<file path="src/design/aid_consts.vh">
// constants for the integer inc/dec, top-bit detect and rounding datapath
`ifndef AID_CONSTS_VH
`define AID_CONSTS_VH

// --------------------------------------------------------------------------
// opcode fields
// --------------------------------------------------------------------------
`define AID_PREFIX       6'h3E
`define AID_PREFIX_HI    15
`define AID_PREFIX_LO    10
`define AID_OP_HI        15
`define AID_OP_LO        8
`define AID_X_HI         7
`define AID_X_LO         6
`define AID_Y_HI         5
`define AID_Y_LO         4
`define AID_Z_HI         3
`define AID_Z_LO         0

// --------------------------------------------------------------------------
// operation codes, upper byte of the second word
// --------------------------------------------------------------------------
`define AID_OP_DEC_X     8'h89
`define AID_OP_DECT_X    8'h8A
`define AID_OP_DECF_X    8'h8B
`define AID_OP_DEC_Y     8'hA9
`define AID_OP_DECT_Y    8'hAA
`define AID_OP_DECF_Y    8'hAB
`define AID_OP_INC_X     8'h99
`define AID_OP_INCT_X    8'h9A
`define AID_OP_INCF_X    8'h9B
`define AID_OP_INC_Y     8'hB9
`define AID_OP_INCT_Y    8'hBA
`define AID_OP_INCF_Y    8'hBB
`define AID_OP_MSB_X     8'h9D
`define AID_OP_MSBT_X    8'h9E
`define AID_OP_MSBF_X    8'h9F
`define AID_OP_MSB_Y     8'hBD
`define AID_OP_MSBT_Y    8'hBE
`define AID_OP_MSBF_Y    8'hBF
`define AID_OP_RND_X     8'h98
`define AID_OP_RND_Y     8'hB8

// --------------------------------------------------------------------------
// values
// --------------------------------------------------------------------------
`define AID_RND_CONST    32'h00008000
`define AID_FLAG_RST     1'h0
`define AID_EXEC_STATES  1

`endif

</file>
<file path="src/design/aid_alu_incdec.v">
// integer increment/decrement, top-bit detect and rounding datapath
//
// Functional notes
// - prefix 111110 then operation word, one state
// - decrement upper half, clear lower half
// - increment upper half, clear lower half
// - gated decrement runs only on matching flag
// - gated increment runs only on matching flag
// - unconditional forms update flag; gated forms keep
// - top-bit position to upper half, lower cleared
// - gated top-bit detect runs only on match
// - rounding adds 0x00008000, lower half cleared
`timescale 1ns/1ps
`default_nettype none
`include "aid_consts.vh"

module aid_alu_incdec #(
	parameter DW = 32
) (
	// clock and reset
	input  wire          clk,
	input  wire          rst_n,
	// instruction from decoder
	input  wire          insn_valid,
	input  wire [15:0]   insn_w0,
	input  wire [15:0]   insn_w1,
	// source operands read from the register file
	input  wire [DW-1:0] x_side_source,
	input  wire [DW-1:0] y_side_source,
	// register selects toward the register file
	output reg  [1:0]    src_sel_r,
	output reg           src_is_y_r,
	output reg  [3:0]    dst_sel_r,
	// destination write
	output reg           dst_we_r,
	output reg  [DW-1:0] destination_reg,
	// condition flag and completion
	output reg           dsp_condition_flag,
	output reg           done_r
);

	localparam HW = DW / 2;

	// ----------------------------------------------------------------------
	// helpers
	// ----------------------------------------------------------------------

	// position of the top significant bit, counted as a shift amount:
	// leading bits equal to the sign minus one; zero and all-ones give
	// the full width less one, kept small so it fits the upper half
	function [HW-1:0] top_bit_pos;
		input [DW-1:0] v;
		integer i;
		reg     done;
		reg [HW-1:0] n;
		begin
			done = 1'b0;
			n    = {HW{1'b0}};
			for (i = DW - 2; i >= 0; i = i - 1) begin
				if (!done && v[i] == v[DW-1])
					n = n + 1'b1;
				else
					done = 1'b1;
			end
			top_bit_pos = n;
		end
	endfunction

	// flag gate: 2'b00 always, 2'b10 needs flag set, 2'b11 needs flag clear
	function gate_ok;
		input [1:0] g;
		input       f;
		begin
			case (g)
				2'b10:   gate_ok = f;
				2'b11:   gate_ok = ~f;
				default: gate_ok = 1'b1;
			endcase
		end
	endfunction

	// ----------------------------------------------------------------------
	// decode
	// ----------------------------------------------------------------------
	reg          hit;
	reg          use_y;
	reg  [1:0]   gate;
	reg  [1:0]   kind; // 0 dec, 1 inc, 2 msb, 3 rnd
	wire [7:0]   op = insn_w1[`AID_OP_HI:`AID_OP_LO];
	wire         pre = insn_w0[`AID_PREFIX_HI:`AID_PREFIX_LO] == `AID_PREFIX;
	// y forms carry zeros where x would sit, x forms zeros in the y slot
	wire         xfmt = insn_w1[`AID_Y_HI:`AID_Y_LO] == 2'h0;
	wire         yfmt = insn_w1[`AID_X_HI:`AID_X_LO] == 2'h0;

	always @* begin
		hit   = 1'b1;
		use_y = 1'b0;
		gate  = 2'b00;
		kind  = 2'd0;
		case (op)
			// decrement family
			`AID_OP_DEC_X:  kind = 2'd0;
			`AID_OP_DECT_X: begin
				kind = 2'd0;
				gate = 2'b10;
			end
			`AID_OP_DECF_X: begin
				kind = 2'd0;
				gate = 2'b11;
			end
			`AID_OP_DEC_Y:  begin
				kind  = 2'd0;
				use_y = 1'b1;
			end
			`AID_OP_DECT_Y: begin
				kind  = 2'd0;
				use_y = 1'b1;
				gate  = 2'b10;
			end
			`AID_OP_DECF_Y: begin
				kind  = 2'd0;
				use_y = 1'b1;
				gate  = 2'b11;
			end
			// increment family
			`AID_OP_INC_X:  kind = 2'd1;
			`AID_OP_INCT_X: begin
				kind = 2'd1;
				gate = 2'b10;
			end
			`AID_OP_INCF_X: begin
				kind = 2'd1;
				gate = 2'b11;
			end
			`AID_OP_INC_Y:  begin
				kind  = 2'd1;
				use_y = 1'b1;
			end
			`AID_OP_INCT_Y: begin
				kind  = 2'd1;
				use_y = 1'b1;
				gate  = 2'b10;
			end
			`AID_OP_INCF_Y: begin
				kind  = 2'd1;
				use_y = 1'b1;
				gate  = 2'b11;
			end
			// top-bit detect family
			`AID_OP_MSB_X:  kind = 2'd2;
			`AID_OP_MSBT_X: begin
				kind = 2'd2;
				gate = 2'b10;
			end
			`AID_OP_MSBF_X: begin
				kind = 2'd2;
				gate = 2'b11;
			end
			`AID_OP_MSB_Y:  begin
				kind  = 2'd2;
				use_y = 1'b1;
			end
			`AID_OP_MSBT_Y: begin
				kind  = 2'd2;
				use_y = 1'b1;
				gate  = 2'b10;
			end
			`AID_OP_MSBF_Y: begin
				kind  = 2'd2;
				use_y = 1'b1;
				gate  = 2'b11;
			end
			// rounding has no gated forms
			`AID_OP_RND_X:  kind = 2'd3;
			`AID_OP_RND_Y:  begin
				kind  = 2'd3;
				use_y = 1'b1;
			end
			default:        hit = 1'b0;
		endcase
		// the unused source slot must be zero or the word is not ours
		if (use_y ? !yfmt : !xfmt)
			hit = 1'b0;
	end

	// ----------------------------------------------------------------------
	// compute
	// ----------------------------------------------------------------------
	wire [DW-1:0] src = use_y ? y_side_source : x_side_source;
	reg  [DW-1:0] res;

	always @* begin
		case (kind)
			2'd0:    res = {src[DW-1:HW] - 1'b1, {HW{1'b0}}};
			2'd1:    res = {src[DW-1:HW] + 1'b1, {HW{1'b0}}};
			2'd2:    res = {top_bit_pos(src), {HW{1'b0}}};
			default: begin
				res = src + `AID_RND_CONST;
				res[HW-1:0] = {HW{1'b0}};
			end
		endcase
	end

	// condition flag from the result: set when the written value is zero;
	// a narrow stand-in since the flag mode select lives elsewhere
	wire res_zero = res == {DW{1'b0}};
	wire go       = insn_valid && pre && hit;
	wire runs     = go && gate_ok(gate, dsp_condition_flag);

	// ----------------------------------------------------------------------
	// single-state execution register
	// ----------------------------------------------------------------------
	// everything retires one edge after the request; a failed gate is a
	// plain no-operation with no write and no flag change
	always @(posedge clk) begin
		if (!rst_n) begin
			src_sel_r          <= 2'h0;
			src_is_y_r         <= 1'b0;
			dst_sel_r          <= 4'h0;
			dst_we_r           <= 1'b0;
			destination_reg    <= {DW{1'b0}};
			dsp_condition_flag <= `AID_FLAG_RST;
			done_r             <= 1'b0;
		end else begin
			done_r   <= go;
			dst_we_r <= runs;
			if (go) begin
				src_is_y_r <= use_y;
				src_sel_r  <= use_y ? insn_w1[`AID_Y_HI:`AID_Y_LO]
				                    : insn_w1[`AID_X_HI:`AID_X_LO];
				dst_sel_r  <= insn_w1[`AID_Z_HI:`AID_Z_LO];
			end
			if (runs)
				destination_reg <= res;
			if (go && gate == 2'b00)
				dsp_condition_flag <= res_zero;
		end
	end

endmodule // aid_alu_incdec
`default_nettype wire

</file>
<file path="config.mk">
export PLATFORM = sky130hd
export DESIGN_NAME = aid_alu_incdec
export DESIGN_NICKNAME = d
export VERILOG_FILES = /design/src/design/aid_alu_incdec.v
export VERILOG_INCLUDE_DIRS = /design/src /design/src/design
export SDC_FILE = /design/constraint.sdc
export NUM_CORES = 1
export LEC_CHECK = 0
export BUFFER_PORTS_ARGS = -buffer_cell sky130_fd_sc_hd__buf_2
export CAP_MARGIN = 20
export CORE_MARGIN = 2
export CORE_UTILIZATION = 59
export DETAILED_ROUTE_END_ITERATION = 6
export PLACE_DENSITY_LB_ADDON = 0.08
export SLEW_MARGIN = 15
export SYNTH_ARGS = -nofsm -noshare
export SYNTH_HDL_FRONTEND = slang
export SYNTH_SLANG_ARGS = --single-unit
</file>
<file path="constraint.sdc">
create_clock -name clk -period 31.7 [get_ports clk]
set_input_delay 6.34 -clock clk [delete_from_list [all_inputs] [get_ports clk]]
set_output_delay 6.34 -clock clk [all_outputs]
set_load 0.02 [all_outputs]
</file>
* Word level (Yosys, flattened, before mapping) *
Cells that the tools add are included.

storage, ports and cells
  register bits after elaboration = 42
  input bits = 99
  output and inout port bits = 42
  word-level logic and storage cells = 306

operators by class
  $add $sub $neg = 33
  equality and inequality tests = 56
  muxes and demuxes = 131
  bitwise logic cells = 1
  reduce and logical (&&, ||, !) cells = 78

operators by type and width
  cell                    count
  $mux 16                 60
  $add 16x1->16 const B   31
  $eq 8x8->1 const B      20
  $pmux 32 s3             1
  $mux 1                  65
  $logic_and 1x1->1       34
  $add 32x16->32 const B  1
  $logic_not 1->1         32
  $logic_not 32->1        1
  $mux 32                 1
  $eq 1x1->1              31
  $reduce_or 6->1         4
  $reduce_or 20->1        1
  $sub 16x1->16 const B   1
  $reduce_or 10->1        1
  $logic_not 2->1         4
  $eq 2x2->1 const B      3
  $eq 6x6->1 const B      1
  $pmux 2 s3              1
  $pmux 2 s2              1
  $eq 2x1->1 const B      1
  $mux 2                  1
  $pmux 1 s2              1
  $reduce_or 2->1         1
  $not 1->1               1

* Longest topological paths before layout *
  depth after elaboration = 128
  mapped depth = 101
  gate-level depth less buffers = 96

* Worst setup path before layout *
OpenSTA, ideal clock, no wires.

  kind = input to register
  from = input insn_w1[10]
  to = register dsp_condition_flag
  library setup time = 96 ps
  arrival = 24876 ps
  data required time = 31604 ps
  setup slack = 6728 ps
  cell stages on the path = 101
  buffers on the path = 5
  path through = buf_2 -> and2b_1 -> o2111ai_4 -> buf_6 -> buf_4 -> buf_1 -> buf_1 -> nand2_1 -> nand2_1 -> a211oi_1 -> a21oi_1 -> inv_1 -> ha_1 -> o21a_1 -> ha_1 -> nand2_1 -> nand2_1 -> ha_1 -> [65 not listed] -> ha_1 -> o211ai_1 -> nand2_1 -> ha_1 -> mux2_2 -> ha_1 -> mux2_2 -> ha_1 -> nand2_1 -> o21ai_0 -> a211oi_1 -> a21oi_1 -> or2_2 -> a21oi_1 -> a211oi_1 -> a21oi_1 -> nand4_1 -> o41ai_2

on the way
  word-level cells in the longest chain between the ends = 128
  elaborated cells between the ends (all ways) = 287
  classes of those cells = add/sub: 33; eq/ne: 53; mux: 129; reduce/logical: 72

ends and longest elaborated chain
  item                                                     RTL line              text
  start: declaration                                       aid_alu_incdec.v:26   input wire [15:0] insn_w1,
  branches (longest 128 deep; another with $add 16x1->16)  -
  end signal: assignment                                   aid_alu_incdec.v:222  dsp_condition_flag <= `AID_FLAG_RST;
  end signal: assignment                                   aid_alu_incdec.v:236  dsp_condition_flag <= res_zero;
  end: declaration                                         aid_alu_incdec.v:38   output reg dsp_condition_flag,

Several ways; the timed one is not identified. The select of a mux whose other input is x is not followed.
A chain may end at the register's enable or synchronous reset.

* Final worst setup path *
  from = input insn_w1[14]
  to = register dsp_condition_flag

Same word-level chain as after synthesis.

==> out/qor.yml <==
floorplanning:
  rows: 42
  ios: 141
  dieWidth_um: 119
  die_h_um: 119
  dieArea_um2: 14200
  coreArea_um2: 13100
  start_util: 0.597
power:
  total_power_w: 0.000160
  p_per_area_nw_per_um2: 18.9
  p_leak_nw: 3.62
  vdd_drop_max_mv: 0.0181
layout:
  fill_cells: 1274
  nNetsFinal: 1308
  drive_above_1_share: 0.162
  largest_reg_flops: 16
  antennaDiodeCount: 0
  multi_input_comb_area_um2: 6860
  area_delta_synth_final_pct: 8.19
  regArea_um2: 520
clock_network:
  cts_tree: "yes"
  path_clk_slew_ns: 0.06
  cts_sinks: 26
  cts_buffer_depth: 2
  cts.htree.levels: 1
  cts_buffers: 3
  insertion_delay_ns: 0.26
  cts.repair.resized: 0
  post_cts.repair.setup_buffers: 0
  cts-root-buf: "clkbuf_16"
  postCtsHoldBufs: 0
yosys:
  synthesis.area_um2: 7810
  synth_edf_count: 0
  synthArstFlopShare: 0
  synth_ff_type: "dfxtp_1"
  ys_types: 99
  ys_warn_count: 0
  yosysSeqAreaShare: 0.0667
  synth-seq-cells: 26
  avgSynthCellArea_um2: 7.18
  synthCells: 1088
timing:
  drv_slew: 0
  period_needed_ns: 27.14
  rsz0062_at_grt: "no"
  fmax_mhz: 36.8
  hold_viol: 0
  tns_ns: 0
  skew_ns: 0.00332
  slew_headroom: 0.407
  finalSetupViolCount: 0
  worstMarginPinSlew_ns: 0.881
  fin_crit_sh: 0.856
routing:
  drc_errors: 0
  drt-total-wl_um: 19700
  wl_per_cell_um: 14.7
  first_iter_violations: 581
  first_pass_iters: 5
  viasPerCell: 5.92
  num_vias: 7938
  antenna_left: 0
setup_path:
  cp_common_cell: "ha_1"
  crit_path_top_delay_cell: "o2111a_2"
  worstSetupPathType: "in -> reg"
  ff2ff_path_depth: 4
  cp-end-kind: "register"
  critical_path.max_fanout: 30
  slowest_delay_ns: 0.79
  start_kind: "input port"
  crit_arrival_ns: 27.30
  required_ns: 31.86
global_route:
  grt_overflow: 0
  grt_pass1_vias: 6899
  grtUsageTotal: 0.267
  grt_start_max_net_pins: 59
  antenna_found_initial: 0
  grt_pass1_wl_um: 32300
job:
  cap_violations: 0
hold_path:
  holdPathStages: 2
  hp-class: "reg -> reg"
placed_design:
  dp_hpwl_um: 15900
  io_buffers: 114
  gp_congestion: 0.910
outcome:
  status: "finished clean"
[path summary, 6_finish.rpt]
check | slack, ns | start | end
worst min-delay path | 0.45 | destination_reg[17] | destination_reg[17]
worst max-delay path | 4.56 | insn_w1[14] | dsp_condition_flag
worst max register to register | 30.15 | dsp_condition_flag | destination_reg[23]
worst min register to register | 0.45 | destination_reg[17] | destination_reg[17]
[cell usage in the layout, fill, tap and decap left out, drive strengths merged, types with 10 or more instances in the layout]
cell type,n
nor2,110
or3,11
or2,12
mux2i,58
nor4,11
ha,43
o22ai,11
dfxtp,26
and3,20
a211oi,15
a21oi,56
and2,27
a22oi,11
xor2,38
o21a,18
buf,118
mux2,17
xnor2,89
nand4,10
nand2,137
nand3,53
inv,38
conb,16
nor3,33
o21ai,39
[area by class of cell]
cell class | instances | area share
Clock inverter | 1 | 0.00355
Timing Repair Buffer | 118 | 0.0711
Inverter | 39 | 0.0173
Clock buffer | 3 | 0.00889
Multi-Input combinational cell | 977 | 0.811
Sequential cell | 26 | 0.0616
Tap cell | 176 | 0.0261
[power by group]
group           switching, W  internal [W]
clock network      0.0000113     0.0000251
logic              0.0000542     0.0000368
registers      0.00000000195     0.0000327
total              0.0000654     0.0000945
[cells in the mapped netlist (all sizes together), types with 9 or more instances]
cell type | instances | area, um^2
buf | 42 | 272
and2 | 27 | 171
a21oi | 56 | 280
o21ai | 39 | 195
nand4 | 10 | 75.1
a21o | 9 | 67.6
or2 | 12 | 75.1
dfxtp | 26 | 521
a31oi | 9 | 56.3
a211oi | 15 | 113
mux2i | 58 | 601
inv | 38 | 143
nor4 | 11 | 68.8
mux2 | 17 | 195
nand2 | 137 | 522
nor2 | 110 | 418
a22oi | 11 | 96.3
o22ai | 11 | 68.8
nand2b | 9 | 56.3
xor2 | 38 | 374
nand3 | 53 | 265
or3 | 11 | 68.8
ha | 43 | 538
clkbuf | 19 | 71.3
nor3 | 33 | 165
and3 | 20 | 125
o21a | 18 | 135
xnor2 | 89 | 885
[metal layers]
layer	vias up	wire length [um]	global-route usage
li1	4060	-	-
met1	3665	9460	0.376
met2	185	9160	0.442
met3	28	669	0.0134
met4	0	454	0.0729
met5	-	0	0
[kinds of logic after synthesis]
group / after synthesis / share of synthesized area
and+or+nand+nor: 463 / 0.288
adders and majority gates: 46 / 0.0740
muxes: 75 / 0.102
buffers and inverters: 100 / 0.0627
AOI/OAI and AO/OA: 242 / 0.221
other: 1 / 0.000480
DFF: 26 / 0.0667
xor gates and xnor gates: 135 / 0.185
[metrics by stage]
stage	hold WS [ns]	setup WS (ns)	cells	instance area, um^2	utilization
final	0.450	4.56	1340	8450	0.646
after global routing	0.478	2.90	1340	8450	0.646
after CTS	0.455	4.61	1340	8450	0.646
after detailed placement	0.446	4.37	1336	8340	0.638
after global placement	0.441	4.75	1336	8340	0.638
after floorplan	0.534	6.73	1103	7870	-
[worst max-delay path: cells and delay by family]
family / cells / cell delay, ns
adders and majority gates: 27 / 8.51
AOI/OAI and AO/OA: 35 / 6.60
and+or+nand+nor: 14 / 1.92
muxes: 13 / 3.33
buffers and inverters: 7 / 0.57
Note: power is estimated with default switching activity, not from simulation.
